==> src/include/rls_consts.vh <==
// Reset values and field positions for the radio link statistics block
`ifndef RLS_CONSTS_VH
`define RLS_CONSTS_VH
`define RLS_CNT16_MAX 16'hFFFF
`define RLS_CNT32_MAX 32'hFFFFFFFF
`define RLS_RSSI_RST 8'h00
`define RLS_CNT16_RST 16'h0000
`define RLS_CNT32_RST 32'h00000000
`define RLS_ROLE_RST 3'h0
`define RLS_ROLE_MAX 3'h6
`define RLS_TXOPT_RST 8'hC0
`define RLS_BHOP_RST 6'h00
`define RLS_BHOP_MAX 6'h20
`define RLS_NHOP_RST 6'h07
`define RLS_NHOP_MIN 6'h01
`define RLS_NHOP_MAX 6'h20
`define RLS_RETRY_RST 4'hA
`define RLS_TXOPT_DM_HI 7
`define RLS_TXOPT_DM_LO 6
`define RLS_TXOPT_RSV_HI 5
`define RLS_TXOPT_RSV_LO 4
`define RLS_TXOPT_TRACE 3
`define RLS_TXOPT_NACK 2
`define RLS_TXOPT_NORD 1
`define RLS_TXOPT_NOACK 0
`define RLS_DM_MESH 2'h3
`define RLS_DM_DBCAST 2'h2
`define RLS_DM_P2MP 2'h1
`define RLS_POLL_CYCLES 24'h0F4240
`endif

==> src/logic/rls_top.v <==
// Radio link statistics counters and link configuration bits
`timescale 1ns/1ps
`include "rls_consts.vh"
// What this block does
// - Hold magnitude of last received packet signal strength, last hop only
// - Signal strength reads zero after reset until a packet arrives
// - Count unicasts requesting acknowledgement, only while retry limit above zero
// - Count good frames with valid MAC header, excluding received acknowledgements
// - Good-frame, ack-timeout and send-failure counters saturate at 0xFFFF
// - Host write with value loads the addressed counter
// - Transmitted byte counter is 32 bits, adds every byte sent
// - Ack-timeout counter increments on every MAC acknowledgement timeout
// - Channel-block counter counts CCA and receive blocks; only receive blocks when threshold zero
// - Channel-block counter saturates and accepts host writes anytime
// - Send-failure counter increments when retries are exhausted without acknowledgement
// - All diagnostic values volatile, zero after power-up
// - Routing role 0 to 6, default 0; roles 0, 1, 4 route
// - Routing nodes repeat broadcasts; coordinator holds unicasts until requested
// - Poller roles send poll requests at regular intervals
// - Option bits 7:6 select delivery; bits 5:4 reserved, written zero
// - Bit 3 trace route, 2 NACK, 1 no route discovery, 0 no ack
// - Stored options default 0xC0; frame options override per transmission
// - Data rate zero disables mesh delivery and repeater operation
// - Broadcast hop limit 0 to 0x20, clamped to network hop limit
// - In API mode broadcast radius comes from the frame
// - Nonzero retry limit requests ack; limit ranges 0 to 15
module rls_top #(
  parameter [23:0] POLL_CYCLES = `RLS_POLL_CYCLES
) (
  input wire SYS_CLK_I,
  input wire RSTN_I,
  input wire RX_FRAME_I,
  input wire RX_IS_ACK_I,
  input wire [7:0] RX_RSSI_I,
  input wire UNICAST_SENT_I,
  input wire [7:0] TX_BYTES_I,
  input wire ACK_TIMEOUT_I,
  input wire CCA_BLOCK_I,
  input wire RX_BUSY_BLOCK_I,
  input wire SEND_FAIL_I,
  input wire API_MODE_I,
  input wire FRAME_VALID_I,
  input wire [7:0] FRAME_TX_FLAGS_I,
  input wire [5:0] FRAME_BCAST_RADIUS_I,
  input wire POLL_REQ_I,
  input wire [7:0] WR_EN_I,
  input wire [31:0] WR_DATA_I,
  input wire [3:0] MAC_RETRY_LIMIT_I,
  input wire [7:0] CLEAR_CHAN_LEVEL_I,
  input wire [2:0] RF_DATA_RATE_I,
  output reg [7:0] RSSI_LAST_HOP_O,
  output reg [15:0] UNICAST_TRY_COUNT_O,
  output reg [15:0] GOOD_RX_FRAMES_O,
  output reg [31:0] TX_BYTE_COUNT_O,
  output reg [15:0] ACK_TIMEOUT_COUNT_O,
  output reg [15:0] CCA_BLOCKED_COUNT_O,
  output reg [15:0] SEND_FAIL_COUNT_O,
  output reg [2:0] ROUTE_ROLE_O,
  output reg [7:0] TX_OPTION_BITS_O,
  output reg [5:0] BCAST_HOP_LIMIT_O,
  output reg [5:0] NET_HOP_MAX_O,
  output reg [7:0] EFF_TX_FLAGS_O,
  output reg [5:0] EFF_BCAST_HOPS_O,
  output reg ROUTES_O,
  output reg REPEAT_BCAST_O,
  output reg HOLD_P2MP_O,
  output reg POLL_PULSE_O,
  output reg RELEASE_HELD_O
);

  // Write enables: 0 unicast,1 good,2 bytes,3 ack timeout,4 cca,5 fail,6 role,7 hop/option config
  wire retry_on = (MAC_RETRY_LIMIT_I != 4'h0);
  wire cca_ev = RX_BUSY_BLOCK_I | (CCA_BLOCK_I & (CLEAR_CHAN_LEVEL_I != 8'h00));
  wire [32:0] byte_sum = {1'b0, TX_BYTE_COUNT_O} + {25'h0000000, TX_BYTES_I};
  wire [2:0] role_nxt = (WR_DATA_I[2:0] > `RLS_ROLE_MAX) ? ROUTE_ROLE_O : WR_DATA_I[2:0];
  wire [5:0] nh_wr = WR_DATA_I[13:8];
  wire nh_ok = (nh_wr >= `RLS_NHOP_MIN) && (nh_wr <= `RLS_NHOP_MAX);
  wire [5:0] nh_nxt = nh_ok ? nh_wr : NET_HOP_MAX_O;
  wire [5:0] bh_nxt = (WR_DATA_I[5:0] <= `RLS_BHOP_MAX) ? WR_DATA_I[5:0] : BCAST_HOP_LIMIT_O;
  wire [7:0] opt_wr = {WR_DATA_I[23:22], 2'h0, WR_DATA_I[19:16]};
  wire role_routes = (ROUTE_ROLE_O == 3'h0) || (ROUTE_ROLE_O == 3'h1) || (ROUTE_ROLE_O == 3'h4);
  wire role_poller = (ROUTE_ROLE_O == 3'h4) || (ROUTE_ROLE_O == 3'h6);
  wire rate_zero = (RF_DATA_RATE_I == 3'h0);
  wire [7:0] sel_flags = (API_MODE_I && FRAME_VALID_I) ? FRAME_TX_FLAGS_I : TX_OPTION_BITS_O;
  wire is_mesh = (sel_flags[`RLS_TXOPT_DM_HI:`RLS_TXOPT_DM_LO] == `RLS_DM_MESH);
  wire [5:0] bh_clamp = (BCAST_HOP_LIMIT_O > NET_HOP_MAX_O) ? NET_HOP_MAX_O : BCAST_HOP_LIMIT_O;
  reg [23:0] poll_cnt_r;

  // Counters; all volatile, zero from reset
  always @(posedge SYS_CLK_I or negedge RSTN_I)
  begin
    if (!RSTN_I)
    begin
      RSSI_LAST_HOP_O <= `RLS_RSSI_RST;
      UNICAST_TRY_COUNT_O <= `RLS_CNT16_RST;
      GOOD_RX_FRAMES_O <= `RLS_CNT16_RST;
      TX_BYTE_COUNT_O <= `RLS_CNT32_RST;
      ACK_TIMEOUT_COUNT_O <= `RLS_CNT16_RST;
      CCA_BLOCKED_COUNT_O <= `RLS_CNT16_RST;
      SEND_FAIL_COUNT_O <= `RLS_CNT16_RST;
    end
    else
    begin
      if (RX_FRAME_I && !RX_IS_ACK_I)
        RSSI_LAST_HOP_O <= RX_RSSI_I;
      // Host write wins over increment
      if (WR_EN_I[0])
        UNICAST_TRY_COUNT_O <= WR_DATA_I[15:0];
      else if (UNICAST_SENT_I && retry_on && UNICAST_TRY_COUNT_O != `RLS_CNT16_MAX)
        UNICAST_TRY_COUNT_O <= UNICAST_TRY_COUNT_O + 16'h0001;
      if (WR_EN_I[1])
        GOOD_RX_FRAMES_O <= WR_DATA_I[15:0];
      else if (RX_FRAME_I && !RX_IS_ACK_I && GOOD_RX_FRAMES_O != `RLS_CNT16_MAX)
        GOOD_RX_FRAMES_O <= GOOD_RX_FRAMES_O + 16'h0001;
      // Byte count wraps; no saturation is specified for it
      if (WR_EN_I[2])
        TX_BYTE_COUNT_O <= WR_DATA_I;
      else
        TX_BYTE_COUNT_O <= byte_sum[31:0];
      if (WR_EN_I[3])
        ACK_TIMEOUT_COUNT_O <= WR_DATA_I[15:0];
      else if (ACK_TIMEOUT_I && ACK_TIMEOUT_COUNT_O != `RLS_CNT16_MAX)
        ACK_TIMEOUT_COUNT_O <= ACK_TIMEOUT_COUNT_O + 16'h0001;
      if (WR_EN_I[4])
        CCA_BLOCKED_COUNT_O <= WR_DATA_I[15:0];
      else if (cca_ev && CCA_BLOCKED_COUNT_O != `RLS_CNT16_MAX)
        CCA_BLOCKED_COUNT_O <= CCA_BLOCKED_COUNT_O + 16'h0001;
      if (WR_EN_I[5])
        SEND_FAIL_COUNT_O <= WR_DATA_I[15:0];
      else if (SEND_FAIL_I && SEND_FAIL_COUNT_O != `RLS_CNT16_MAX)
        SEND_FAIL_COUNT_O <= SEND_FAIL_COUNT_O + 16'h0001;
    end
  end

  // Configuration; out-of-range writes are dropped so old values stay valid
  always @(posedge SYS_CLK_I or negedge RSTN_I)
  begin
    if (!RSTN_I)
    begin
      ROUTE_ROLE_O <= `RLS_ROLE_RST;
      TX_OPTION_BITS_O <= `RLS_TXOPT_RST;
      BCAST_HOP_LIMIT_O <= `RLS_BHOP_RST;
      NET_HOP_MAX_O <= `RLS_NHOP_RST;
    end
    else
    begin
      if (WR_EN_I[6])
        ROUTE_ROLE_O <= role_nxt;
      if (WR_EN_I[7])
      begin
        BCAST_HOP_LIMIT_O <= bh_nxt;
        NET_HOP_MAX_O <= nh_nxt;
        TX_OPTION_BITS_O <= opt_wr;
      end
    end
  end

  // Derived per-transmission controls, registered
  always @(posedge SYS_CLK_I or negedge RSTN_I)
  begin
    if (!RSTN_I)
    begin
      EFF_TX_FLAGS_O <= 8'h00;
      EFF_BCAST_HOPS_O <= 6'h00;
      ROUTES_O <= 1'b0;
      REPEAT_BCAST_O <= 1'b0;
      HOLD_P2MP_O <= 1'b0;
      RELEASE_HELD_O <= 1'b0;
      POLL_PULSE_O <= 1'b0;
      poll_cnt_r <= 24'h000000;
    end
    else
    begin
      // Mesh bits forced off at rate zero trace and NACK only matter on mesh
      EFF_TX_FLAGS_O <= {(rate_zero ? 2'h0 : sel_flags[7:6]), 2'h0,
        sel_flags[`RLS_TXOPT_TRACE] & is_mesh & ~rate_zero,
        sel_flags[`RLS_TXOPT_NACK] & is_mesh & ~rate_zero,
        sel_flags[`RLS_TXOPT_NORD], sel_flags[`RLS_TXOPT_NOACK]};
      EFF_BCAST_HOPS_O <= (API_MODE_I && FRAME_VALID_I) ? FRAME_BCAST_RADIUS_I : bh_clamp;
      ROUTES_O <= role_routes;
      REPEAT_BCAST_O <= role_routes & ~rate_zero;
      HOLD_P2MP_O <= (ROUTE_ROLE_O == 3'h1);
      RELEASE_HELD_O <= (ROUTE_ROLE_O == 3'h1) & POLL_REQ_I;
      if (!role_poller || poll_cnt_r >= POLL_CYCLES - 24'h000001)
        poll_cnt_r <= 24'h000000;
      else
        poll_cnt_r <= poll_cnt_r + 24'h000001;
      POLL_PULSE_O <= role_poller && (poll_cnt_r >= POLL_CYCLES - 24'h000001);
    end
  end

endmodule // rls_top
==> config.mk <==
export PLATFORM = sky130hd
export DESIGN_NAME = rls_top
export DESIGN_NICKNAME = d
export VERILOG_FILES = /design/src/logic/rls_top.v
export VERILOG_INCLUDE_DIRS = /design/src /design/src/include
export SDC_FILE = /design/constraint.sdc
export NUM_CORES = 1
export LEC_CHECK = 0
export BUFFER_PORTS_ARGS = -buffer_cell sky130_fd_sc_hd__buf_2
export CAP_MARGIN = 10
export CORE_ASPECT_RATIO = 0.8
export CORE_MARGIN = 2
export CORE_UTILIZATION = 40
export DETAILED_ROUTE_END_ITERATION = 10
export MAX_ROUTING_LAYER = met4
export SYNTH_ARGS = -nofsm -noshare
export SYNTH_HDL_FRONTEND = slang
export SYNTH_SLANG_ARGS = --single-unit
export TNS_END_PERCENT = 30
==> constraint.sdc <==
create_clock -name SYS_CLK_I -period 3.98 [get_ports SYS_CLK_I]
set_input_delay 0.597 -clock SYS_CLK_I [delete_from_list [all_inputs] [get_ports SYS_CLK_I]]
set_output_delay 0.597 -clock SYS_CLK_I [all_outputs]
set_load 0.01 [all_outputs]
Word-level counts from Yosys, hierarchy flattened
Cells that the tools add are included.
{ "word_totals": {"in_bits": 97, "regBits": 182, "output_inout_bits": 162, "word_cells": 95} }
{ "op_classes": {"reduce_logical": 28, "magnitude_cmp": 6, "eq_ne": 9, "mux": 16, "bitwise_logic": 10, "add_sub_neg": 7} }
{ "op_table": {"columns": ["cell", "count"], "rows": [
  ["$mux W16", 10],
  ["$add A16 B1 Y16 const B", 5],
  ["$ne A16 B16 Y1 const B", 5],
  ["$add A32 B8 Y32", 1],
  ["$mux W32", 1],
  ["$add A24 B1 Y24 const B", 1],
  ["$ge A24 B20 Y1 const B", 1],
  ["$mux W24", 1],
  ["$le A6 B6 Y1 const B", 2],
  ["$mux W6", 2],
  ["$logic_and A1 B1 Y1", 10],
  ["$reduce_bool A2 Y1", 5],
  ["$mux W8", 1],
  ["$reduce_bool A8 Y1", 1],
  ["$and A1 B1 Y1", 7],
  ["$eq A3 B3 Y1 const B", 2],
  ["$ge A6 B1 Y1 const B", 1],
  ["$gt A6 B6 Y1", 1],
  ["$logic_not A3 Y1", 2],
  ["$reduce_and A2 Y1", 3],
  ["$logic_or A1 B1 Y1", 4],
  ["$reduce_bool A4 Y1", 1],
  ["$eq A3 B1 Y1 const B", 1],
  ["$gt A3 B3 Y1 const B", 1],
  ["5 further kinds", 7]
]} }

Logic depth before layout (Yosys ltp)
Gate-level depths: netlist of run 1.
{ "depth": {"depth_word": 6, "mapped_depth": 8, "depth_no_buf": 7} }

Least setup slack after synthesis of run 1
Ideal clock, no wire load.
{ "synth_timing": {"path_type": "in2reg", "start": "in TX_BYTES_I[0]", "end": "reg TX_BYTE_COUNT_O[18]", "n_path_buf": 1, "arrival_ns": 2.224, "cell_stages": 8, "required_time_ns": 3.898, "setup_ns": 0.082, "path_slack_ns": 1.674, "cell_sequence": "ha_1 > fa_1 > a21oi_1 > o211ai_1 > nand3_1 > buf_2 > or3_1 > a31oi_1"} }
{ "synth_between": {"elab_chain_len": 2} }
{ "synth_rtl": {"columns": ["element", "line_no", "rtl"], "rows": [
  ["start: declaration", "rls_top.v:36", "input wire [7:0] TX_BYTES_I,"],
  ["$add A32 B8 Y32", "rls_top.v:74", "wire [32:0] byte_sum = {1'b0, TX_BYTE_COUNT_O} + {25'h0000000, TX_BYTES_I};"],
  ["$mux W32", "rls_top.v:116", "if (WR_EN_I[2])"],
  ["end signal: assignment", "rls_top.v:97", "TX_BYTE_COUNT_O <= `RLS_CNT32_RST;"],
  ["end signal: assignment", "rls_top.v:119", "TX_BYTE_COUNT_O <= byte_sum[31:0];"],
  ["end: declaration", "rls_top.v:54", "output reg [31:0] TX_BYTE_COUNT_O,"]
]} }
No other way between the ends.
A chain may end at the register's enable or synchronous reset.

Worst setup path after layout of run 1
{ "layout_timing": {"start": "reg TX_BYTE_COUNT_O[0]", "end": "reg TX_BYTE_COUNT_O[26]"} }
{ "layout_between": {"elab_chain_len": 2} }
{ "layout_rtl": {"columns": ["element", "line_no"], "rows": [
  ["$add A32 B8 Y32", "rls_top.v:74"],
  ["$mux W32", "rls_top.v:116"]
]} }
No other way between the ends.

==> impl_metrics.csv, run 1 <==
group,metric,value,unit
status,status,"completed",
timing,rsz0062_at_grt,"false",
critical_path,crit_start,"TX_BYTE_COUNT_O[0]",
critical_path,r2r_cells,7,
clock_tree,clk_pin_slew_worst_paths,0.08,ns
clock_tree,cts_tree,"built",
pwr,p_int,3.55,mW
layout,area_delta_synth_final,21.7,%
global_routing,first_global_vias,8002,
pwr,clkPwrFrac,34.3,%
synth,ys_warn_count,0,
synth,synthArstFlopShare,100,%
critical_path,crit_fanout,11,
critical_path,cp.arrival,3.06,ns
critical_path,rr_startpoint,"TX_BYTE_COUNT_O[0]",
placement,port-buffer-count,252,
routing,vias,8599,
clock_tree,cts_root_buf,"clkbuf_16",
global_routing,grt.total_usage,22.7,%
synth,ys_seq_elements,182,
routing,wirelength,28500,um
critical_path,startpoint_type,"flop",
die,initial_core_util,40.6,%
pwr,p_sw,1.67,mW
global_routing,grt_antenna_before_repair,0,
clock_tree,cts_sinks,182,
placement,dp_hpwl,20200,um
hold_path,hold_class,"input port to async pin",
timing,skew,0.0138,ns
layout,antenna_cells,0,
critical_path,endpoint,"TX_BYTE_COUNT_O[26]",
critical_path,cp.required,4.35,ns
layout,instances_no_fill,1612,
pwr,power,5.21,mW
clock_tree,cts_made_buffers,17,
critical_path,path_class,"flop to flop",
routing,post-route-drc-count,0,
placement,place_ws,0.922,ns
timing,drv_slew,0,
routing,firstDrtPassIters,4,
layout,regArea,0.00456,mm2
clock_tree,h-tree-depth,4,
critical_path,rrSetupSlack,1.29,ns
layout,fin_nets,1400,
die,die_y,144,um
synth,synth_edf_count,0,
pwr,seq_power_share,43.6,%
global_routing,grt_max_degree,87,
placement,place_area,0.0114,mm2
global_routing,grt-ovfl-total,0,
die,core-area,0.0243,mm2
placement,place_inst,1581,
routing,drtIter0Drc,404,
pwr,power.leakage,5.36,nW
pwr,ir_drop,0.273,mV
die,row_count,51,
critical_path,path_cells,"ha_1 -> fa_1 -> a21oi_1 -> o211ai_1 -> nand3_1 -> or4_1 -> a31oi_1",
timing,fmax,372,MHz
synth,synthFlopType,"dfrtp_1",
clock_tree,clk_latency,0.44,ns
timing,final.setup.worst_slack,1.29,ns
critical_path,max_stage_delay,0.60,ns
critical_path,r2r-end,"TX_BYTE_COUNT_O[26]",
routing,vias_per_cell,5.33,
timing,tns,0,ns
routing,ant_nets,0,
pwr,power.density,434,mW/mm2
timing,finalSetupViolations,0,
synth,syn-cell-area,0.00987,mm2
layout,drive_gt1_share,25.6,%
die,die_w,180,um
critical_path,crit_slowest_cell,"or4_1",
timing,hold_slack,0.190,ns
clock_tree,cts-resized-gates,0,
synth,synth_seq_area_share,46.2,%
timing,hold_viol,0,
flow_run,drv_cap,0,
clock_tree,cts_buffer_depth,2,
layout,multi_input_area,0.00505,mm2
timing,maxSlewHeadroom,30.9,%
critical_path,cp-end-kind,"flop",
timing,timing.final.crit_share,67.6,%
layout,fin_area,0.0120,mm2
synth,synth_cell_types,59,
clock_tree,cts_setup_buffers,0,
synth,syn_inst,1051,
layout,fin_util,49.4,%
routing,avgRoutedWirePerCell,17.7,um
timing,fin_crit,2.69,ns
synth,synth.avg_cell_area,9.39,um2
global_routing,grt_pass1_wl,45000,um
layout,n_fill_cell,2369,
clock_tree,ctsHoldBuffers,0,
pwr,combPwrFrac,22.1,%
timing,tightest_slew,1.03,ns
die,ios,259,
placement,gp_congestion,0.850,
pwr,switching_share,32.0,%
die,fp.dieArea,0.0260,mm2
-- worst max-delay path: cells and delay by family (launching register included) --
family,cells,cell delay [ns]
compound gates,3,0.83
simple gates,2,1.01
fa+ha+maj,2,0.44
flops,1,0.34
-- final cells by class --
class | count | share of cell area, %
repair buffers | 255 | 10.9
well taps | 318 | 3.31
inverters | 24 | 0.750
flip-flops and latches | 182 | 38.0
clock buffers | 19 | 3.69
clock inverters | 12 | 1.39
multi-input cells | 802 | 42.0
-- state kept, by name (all words and copies together), names as in the netlist --
register / flops
POLL_PULSE_O: 1
UNICAST_TRY_COUNT_O: 16
RSSI_LAST_HOP_O: 8
TX_BYTE_COUNT_O: 32
SEND_FAIL_COUNT_O: 16
BCAST_HOP_LIMIT_O: 6
EFF_TX_FLAGS_O: 6
EFF_BCAST_HOPS_O: 6
ROUTES_O: 1
HOLD_P2MP_O: 1
ROUTE_ROLE_O: 3
ACK_TIMEOUT_COUNT_O: 16
TX_OPTION_BITS_O: 6
NET_HOP_MAX_O: 6
RELEASE_HELD_O: 1
REPEAT_BCAST_O: 1
CCA_BLOCKED_COUNT_O: 16
poll_cnt_r: 24
GOOD_RX_FRAMES_O: 16
-- cells in the mapped netlist (3+ instances only) --
library cell / number / area, um2
dfrtp_1: 177 / 4430
nand2_1: 158 / 593
o21ai_0: 96 / 480
nand3_1: 54 / 270
nor2_1: 54 / 203
xnor2_1: 48 / 420
xor2_1: 45 / 394
clkbuf_1: 40 / 150
a21oi_1: 34 / 170
nand4_1: 28 / 175
inv_1: 24 / 90.1
mux2_2: 24 / 270
mux2i_1: 22 / 220
and3_1: 20 / 125
ha_1: 20 / 250
or4_1: 17 / 128
a31oi_1: 16 / 100
o211ai_1: 16 / 120
and4_1: 15 / 131
nor3_1: 15 / 75.1
o21ai_1: 11 / 55.1
nor4_1: 10 / 62.6
or3_1: 10 / 62.6
a211oi_1: 8 / 60.1
and2_1: 8 / 50.1
o31ai_1: 8 / 60.1
o2111ai_1: 7 / 61.3
a2111oi_2: 5 / 75.1
buf_4: 5 / 37.5
dfstp_2: 5 / 131
nor2b_1: 5 / 31.3
a21o_1: 4 / 30.0
buf_2: 4 / 20.0
o211a_1: 4 / 40.0
a2111oi_1: 3 / 30.0
a211o_1: 3 / 26.3
-- cells in the final DEF (no fill, tap or decap), types with 22 or more instances in the layout --
cell type and instances:
o21ai_0 96, a21oi_1 34, inv_1 24, dfrtp_1 177, xor2_1 45, nor2_1 54, xnor2_1 48, mux2_2 24
nand3_1 54, nand2_1 158, nand4_1 28, buf_2 251, mux2i_1 22
-- cells by family after synthesis --
logic type                 Yosys count  share of synthesized area, %
xor gates and xnor gates            93                          8.25
and+or+nand+nor                    409                          20.6
AOI/OAI and AO/OA                  225                          14.1
muxes                               46                          4.97
adders and majority gates           21                          2.74
buffers and inverters               74                          3.06
other                                1                        0.0380
DFF                                182                          46.2
-- metal layers --
| layer | vias to the layer above | track usage [%] | wire [um] |
|---|---|---|---|
| met2 | 245 | 32.6 | 12100 |
| met5 | - | - | 0 |
| met1 | 4086 | 32.4 | 14300 |
| met4 | 0 | 5.65 | 399 |
| li1 | 4250 | - | - |
| met3 | 18 | 4.91 | 1630 |
-- worst min-delay path by stage --
stage / startpoint / slack [ns] / to
6_report: RSTN_I / 0.19 / EFF_BCAST_HOPS_O[1]
5_1_grt: RSTN_I / 0.24 / ROUTES_O
4_1_cts: RSTN_I / 0.23 / EFF_BCAST_HOPS_O[1]
3_5_place_dp: RSSI_LAST_HOP_O[2] / 0.46 / RSSI_LAST_HOP_O[2]
3_3_place_gp: RSSI_LAST_HOP_O[1] / 0.46 / RSSI_LAST_HOP_O[1]
2_1_floorplan: RSTN_I / 0.30 / ACK_TIMEOUT_COUNT_O[0]
-- power by group through the flow --
stage	clock network [mW]	registers (mW)	logic, mW
after floorplan	0	2.36	0.583
after global placement	0	2.30	1.14
after CTS	1.83	2.27	1.17
after detailed placement	0	2.31	1.16
after global routing	1.90	2.31	1.30
final	1.79	2.27	1.15
Power figures use the tool's default switching activity.
==> run 2, diff against run 1 <==
==> constraint.sdc (replaced) <==
create_clock -name SYS_CLK_I -period 2.68 [get_ports SYS_CLK_I]
set_input_delay 0.402 -clock SYS_CLK_I [delete_from_list [all_inputs] [get_ports SYS_CLK_I]]
set_output_delay 0.402 -clock SYS_CLK_I [all_outputs]
set_load 0.01 [all_outputs]
==> impl_metrics.csv, run 2 (synthesis gave the netlist of run 1 again) <==
group,metric,value,unit
flow_run,drv_cap,0,
layout,area_delta_synth_final,22.7,%
status,status,"completed",
timing,fin_crit,2.19,ns
clock_tree,cts_setup_buffers,0,
timing,finalSetupViolations,0,
pwr,power.density,642,mW/mm2
placement,place_area,0.0115,mm2
routing,vias,8579,
layout,final_common_cell,"buf_2",
critical_path,startpoint_type,"flop",
pwr,power.leakage,5.42,nW
layout,drive_gt1_share,26.1,%
pwr,power,7.78,mW
timing,hold_slack,0.147,ns
clock_tree,cts_root_buf,"clkbuf_16",
die,ios,259,
timing,tns,0,ns
timing,maxSlewHeadroom,35.0,%
die,die_y,144,um
global_routing,grt_max_degree,72,
clock_tree,clk_pin_slew_worst_paths,0.08,ns
routing,post-route-drc-count,0,
critical_path,r2r_cells,6,
pwr,ir_drop,0.396,mV
layout,largest_reg_flops,32,
global_routing,grt_antenna_before_repair,0,
routing,wirelength,28500,um
timing,fmax,456,MHz
hold_path,min_path_cells,3,
global_routing,grt-ovfl-total,0,
critical_path,rr_startpoint,"TX_BYTE_COUNT_O[3]",
timing,tightest_slew,0.964,ns
critical_path,rrSetupSlack,0.49,ns
clock_tree,clk_latency,0.44,ns
hold_path,hold_class,"input port to flop",
critical_path,crit_fanout,6,
critical_path,cp.required,3.01,ns
clock_tree,cts_tree,"built",
critical_path,cp.arrival,2.53,ns
timing,skew,0.0203,ns
clock_tree,cts-resized-gates,0,
clock_tree,cts_sinks,182,
critical_path,path_class,"flop to flop",
clock_tree,cts_buffer_depth,2,
layout,fin_nets,1410,
routing,vias_per_cell,5.29,
timing,hold_viol,0,
routing,avgRoutedWirePerCell,17.6,um
timing,drv_slew,0,
critical_path,r2r-end,"TX_BYTE_COUNT_O[25]",
routing,ant_nets,0,
placement,gp_congestion,0.878,
timing,rsz0062_at_grt,"false",
die,row_count,51,
die,core-area,0.0243,mm2
global_routing,grt_pass1_wl,44900,um
layout,top_regs,"TX_BYTE_COUNT_O: 32 flops, poll_cnt_r: 24 flops",
layout,fin_area,0.0121,mm2
placement,port-buffer-count,252,
die,die_w,180,um
layout,antenna_cells,0,
placement,dp_hpwl,20600,um
routing,firstDrtPassIters,4,
critical_path,cp-end-kind,"flop",
routing,drtIter0Drc,426,
timing,timing.final.crit_share,81.9,%
critical_path,crit_start,"TX_BYTE_COUNT_O[3]",
hold_path,worstHoldStart,"RX_RSSI_I[5]",
layout,top_register,"TX_BYTE_COUNT_O",
hold_path,min_to,"RSSI_LAST_HOP_O[5]",
layout,layout_common_cells,"buf_2, dfrtp_1, nand2_1, o21ai_0",
die,initial_core_util,40.6,%
global_routing,grt.total_usage,22.7,%
die,fp.dieArea,0.0260,mm2
clock_tree,cts_made_buffers,17,
global_routing,first_global_vias,8067,
clock_tree,h-tree-depth,4,
==> run 2: cell types whose count changed in the layout (fill, tap and decap cells not counted), sizes merged <==
cell	before	now
buf	254	263
bufinv	3	2
clkbuf	20	19
clkinv	3	6
clkinvlp	1	0
dlygate4sd3	0	1
inv	29	30
==> run 2: critical path, cell delays in order (launching register included) <==
cell and delay, ns:
dfrtp_1 0.38, ha_1 0.35, o211ai_1 0.14, o211ai_1 0.43, nand3_1 0.26, o211a_1 0.28
a211o_1 0.25
==> run 2: cell type report <==
type                       count  area [um2]
inverter                      24        90.1
sequential                   182        4560
timing repair buffer         265        1400
clock buffer                  18         439
fill                        2339       12200
tap                          318         398
multi-input combinational    802        5040
clock inverter                14         185
==> run 2: how the worst max path moves through the flow <==
stage	endpoint	slack [ns]	cells after the start
floorplan	TX_BYTE_COUNT_O[18]	0.57	8
global placement	TX_BYTE_COUNT_O[25]	0.34	7
detailed placement	TX_BYTE_COUNT_O[25]	0.33	7
CTS	TX_BYTE_COUNT_O[25]	0.44	6
global route	TX_BYTE_COUNT_O[31]	0.24	6
finish	TX_BYTE_COUNT_O[25]	0.49	6
==> run 2: timing repair <==
item                                   4_1_cts  5_1_grt
endpoints found under the hold margin       50        0
setup endpoints to repair                    0        0
hold buffers                                 1        0
==> run 2: metal layers <==
metal / wire [um] / track usage (%)
met1: 13900 / 31.5
met2: 12400 / 33.5
met3: 1710 / 4.99
met4: 482 / 6.03
met5: 0 / -
==> run 2: power by group <==
part | switching (mW) | internal (mW)
clock network | 1.22 | 1.45
logic | 1.00 | 0.725
registers | 0.333 | 3.05
==> run 2: stage by stage <==
| stage | utilization (%) | setup WS [ns] | cells |
|---|---|---|---|
| 6_report | 49.8 | 0.485 | 1623 |
| 5_1_grt | 49.8 | 0.238 | 1623 |
| 4_1_cts | 49.8 | 0.444 | 1623 |
| 3_5_place_dp | 47.2 | 0.329 | 1590 |
| 3_3_place_gp | 47.2 | 0.343 | 1590 |
| 2_1_floorplan | - | 0.568 | 1058 |
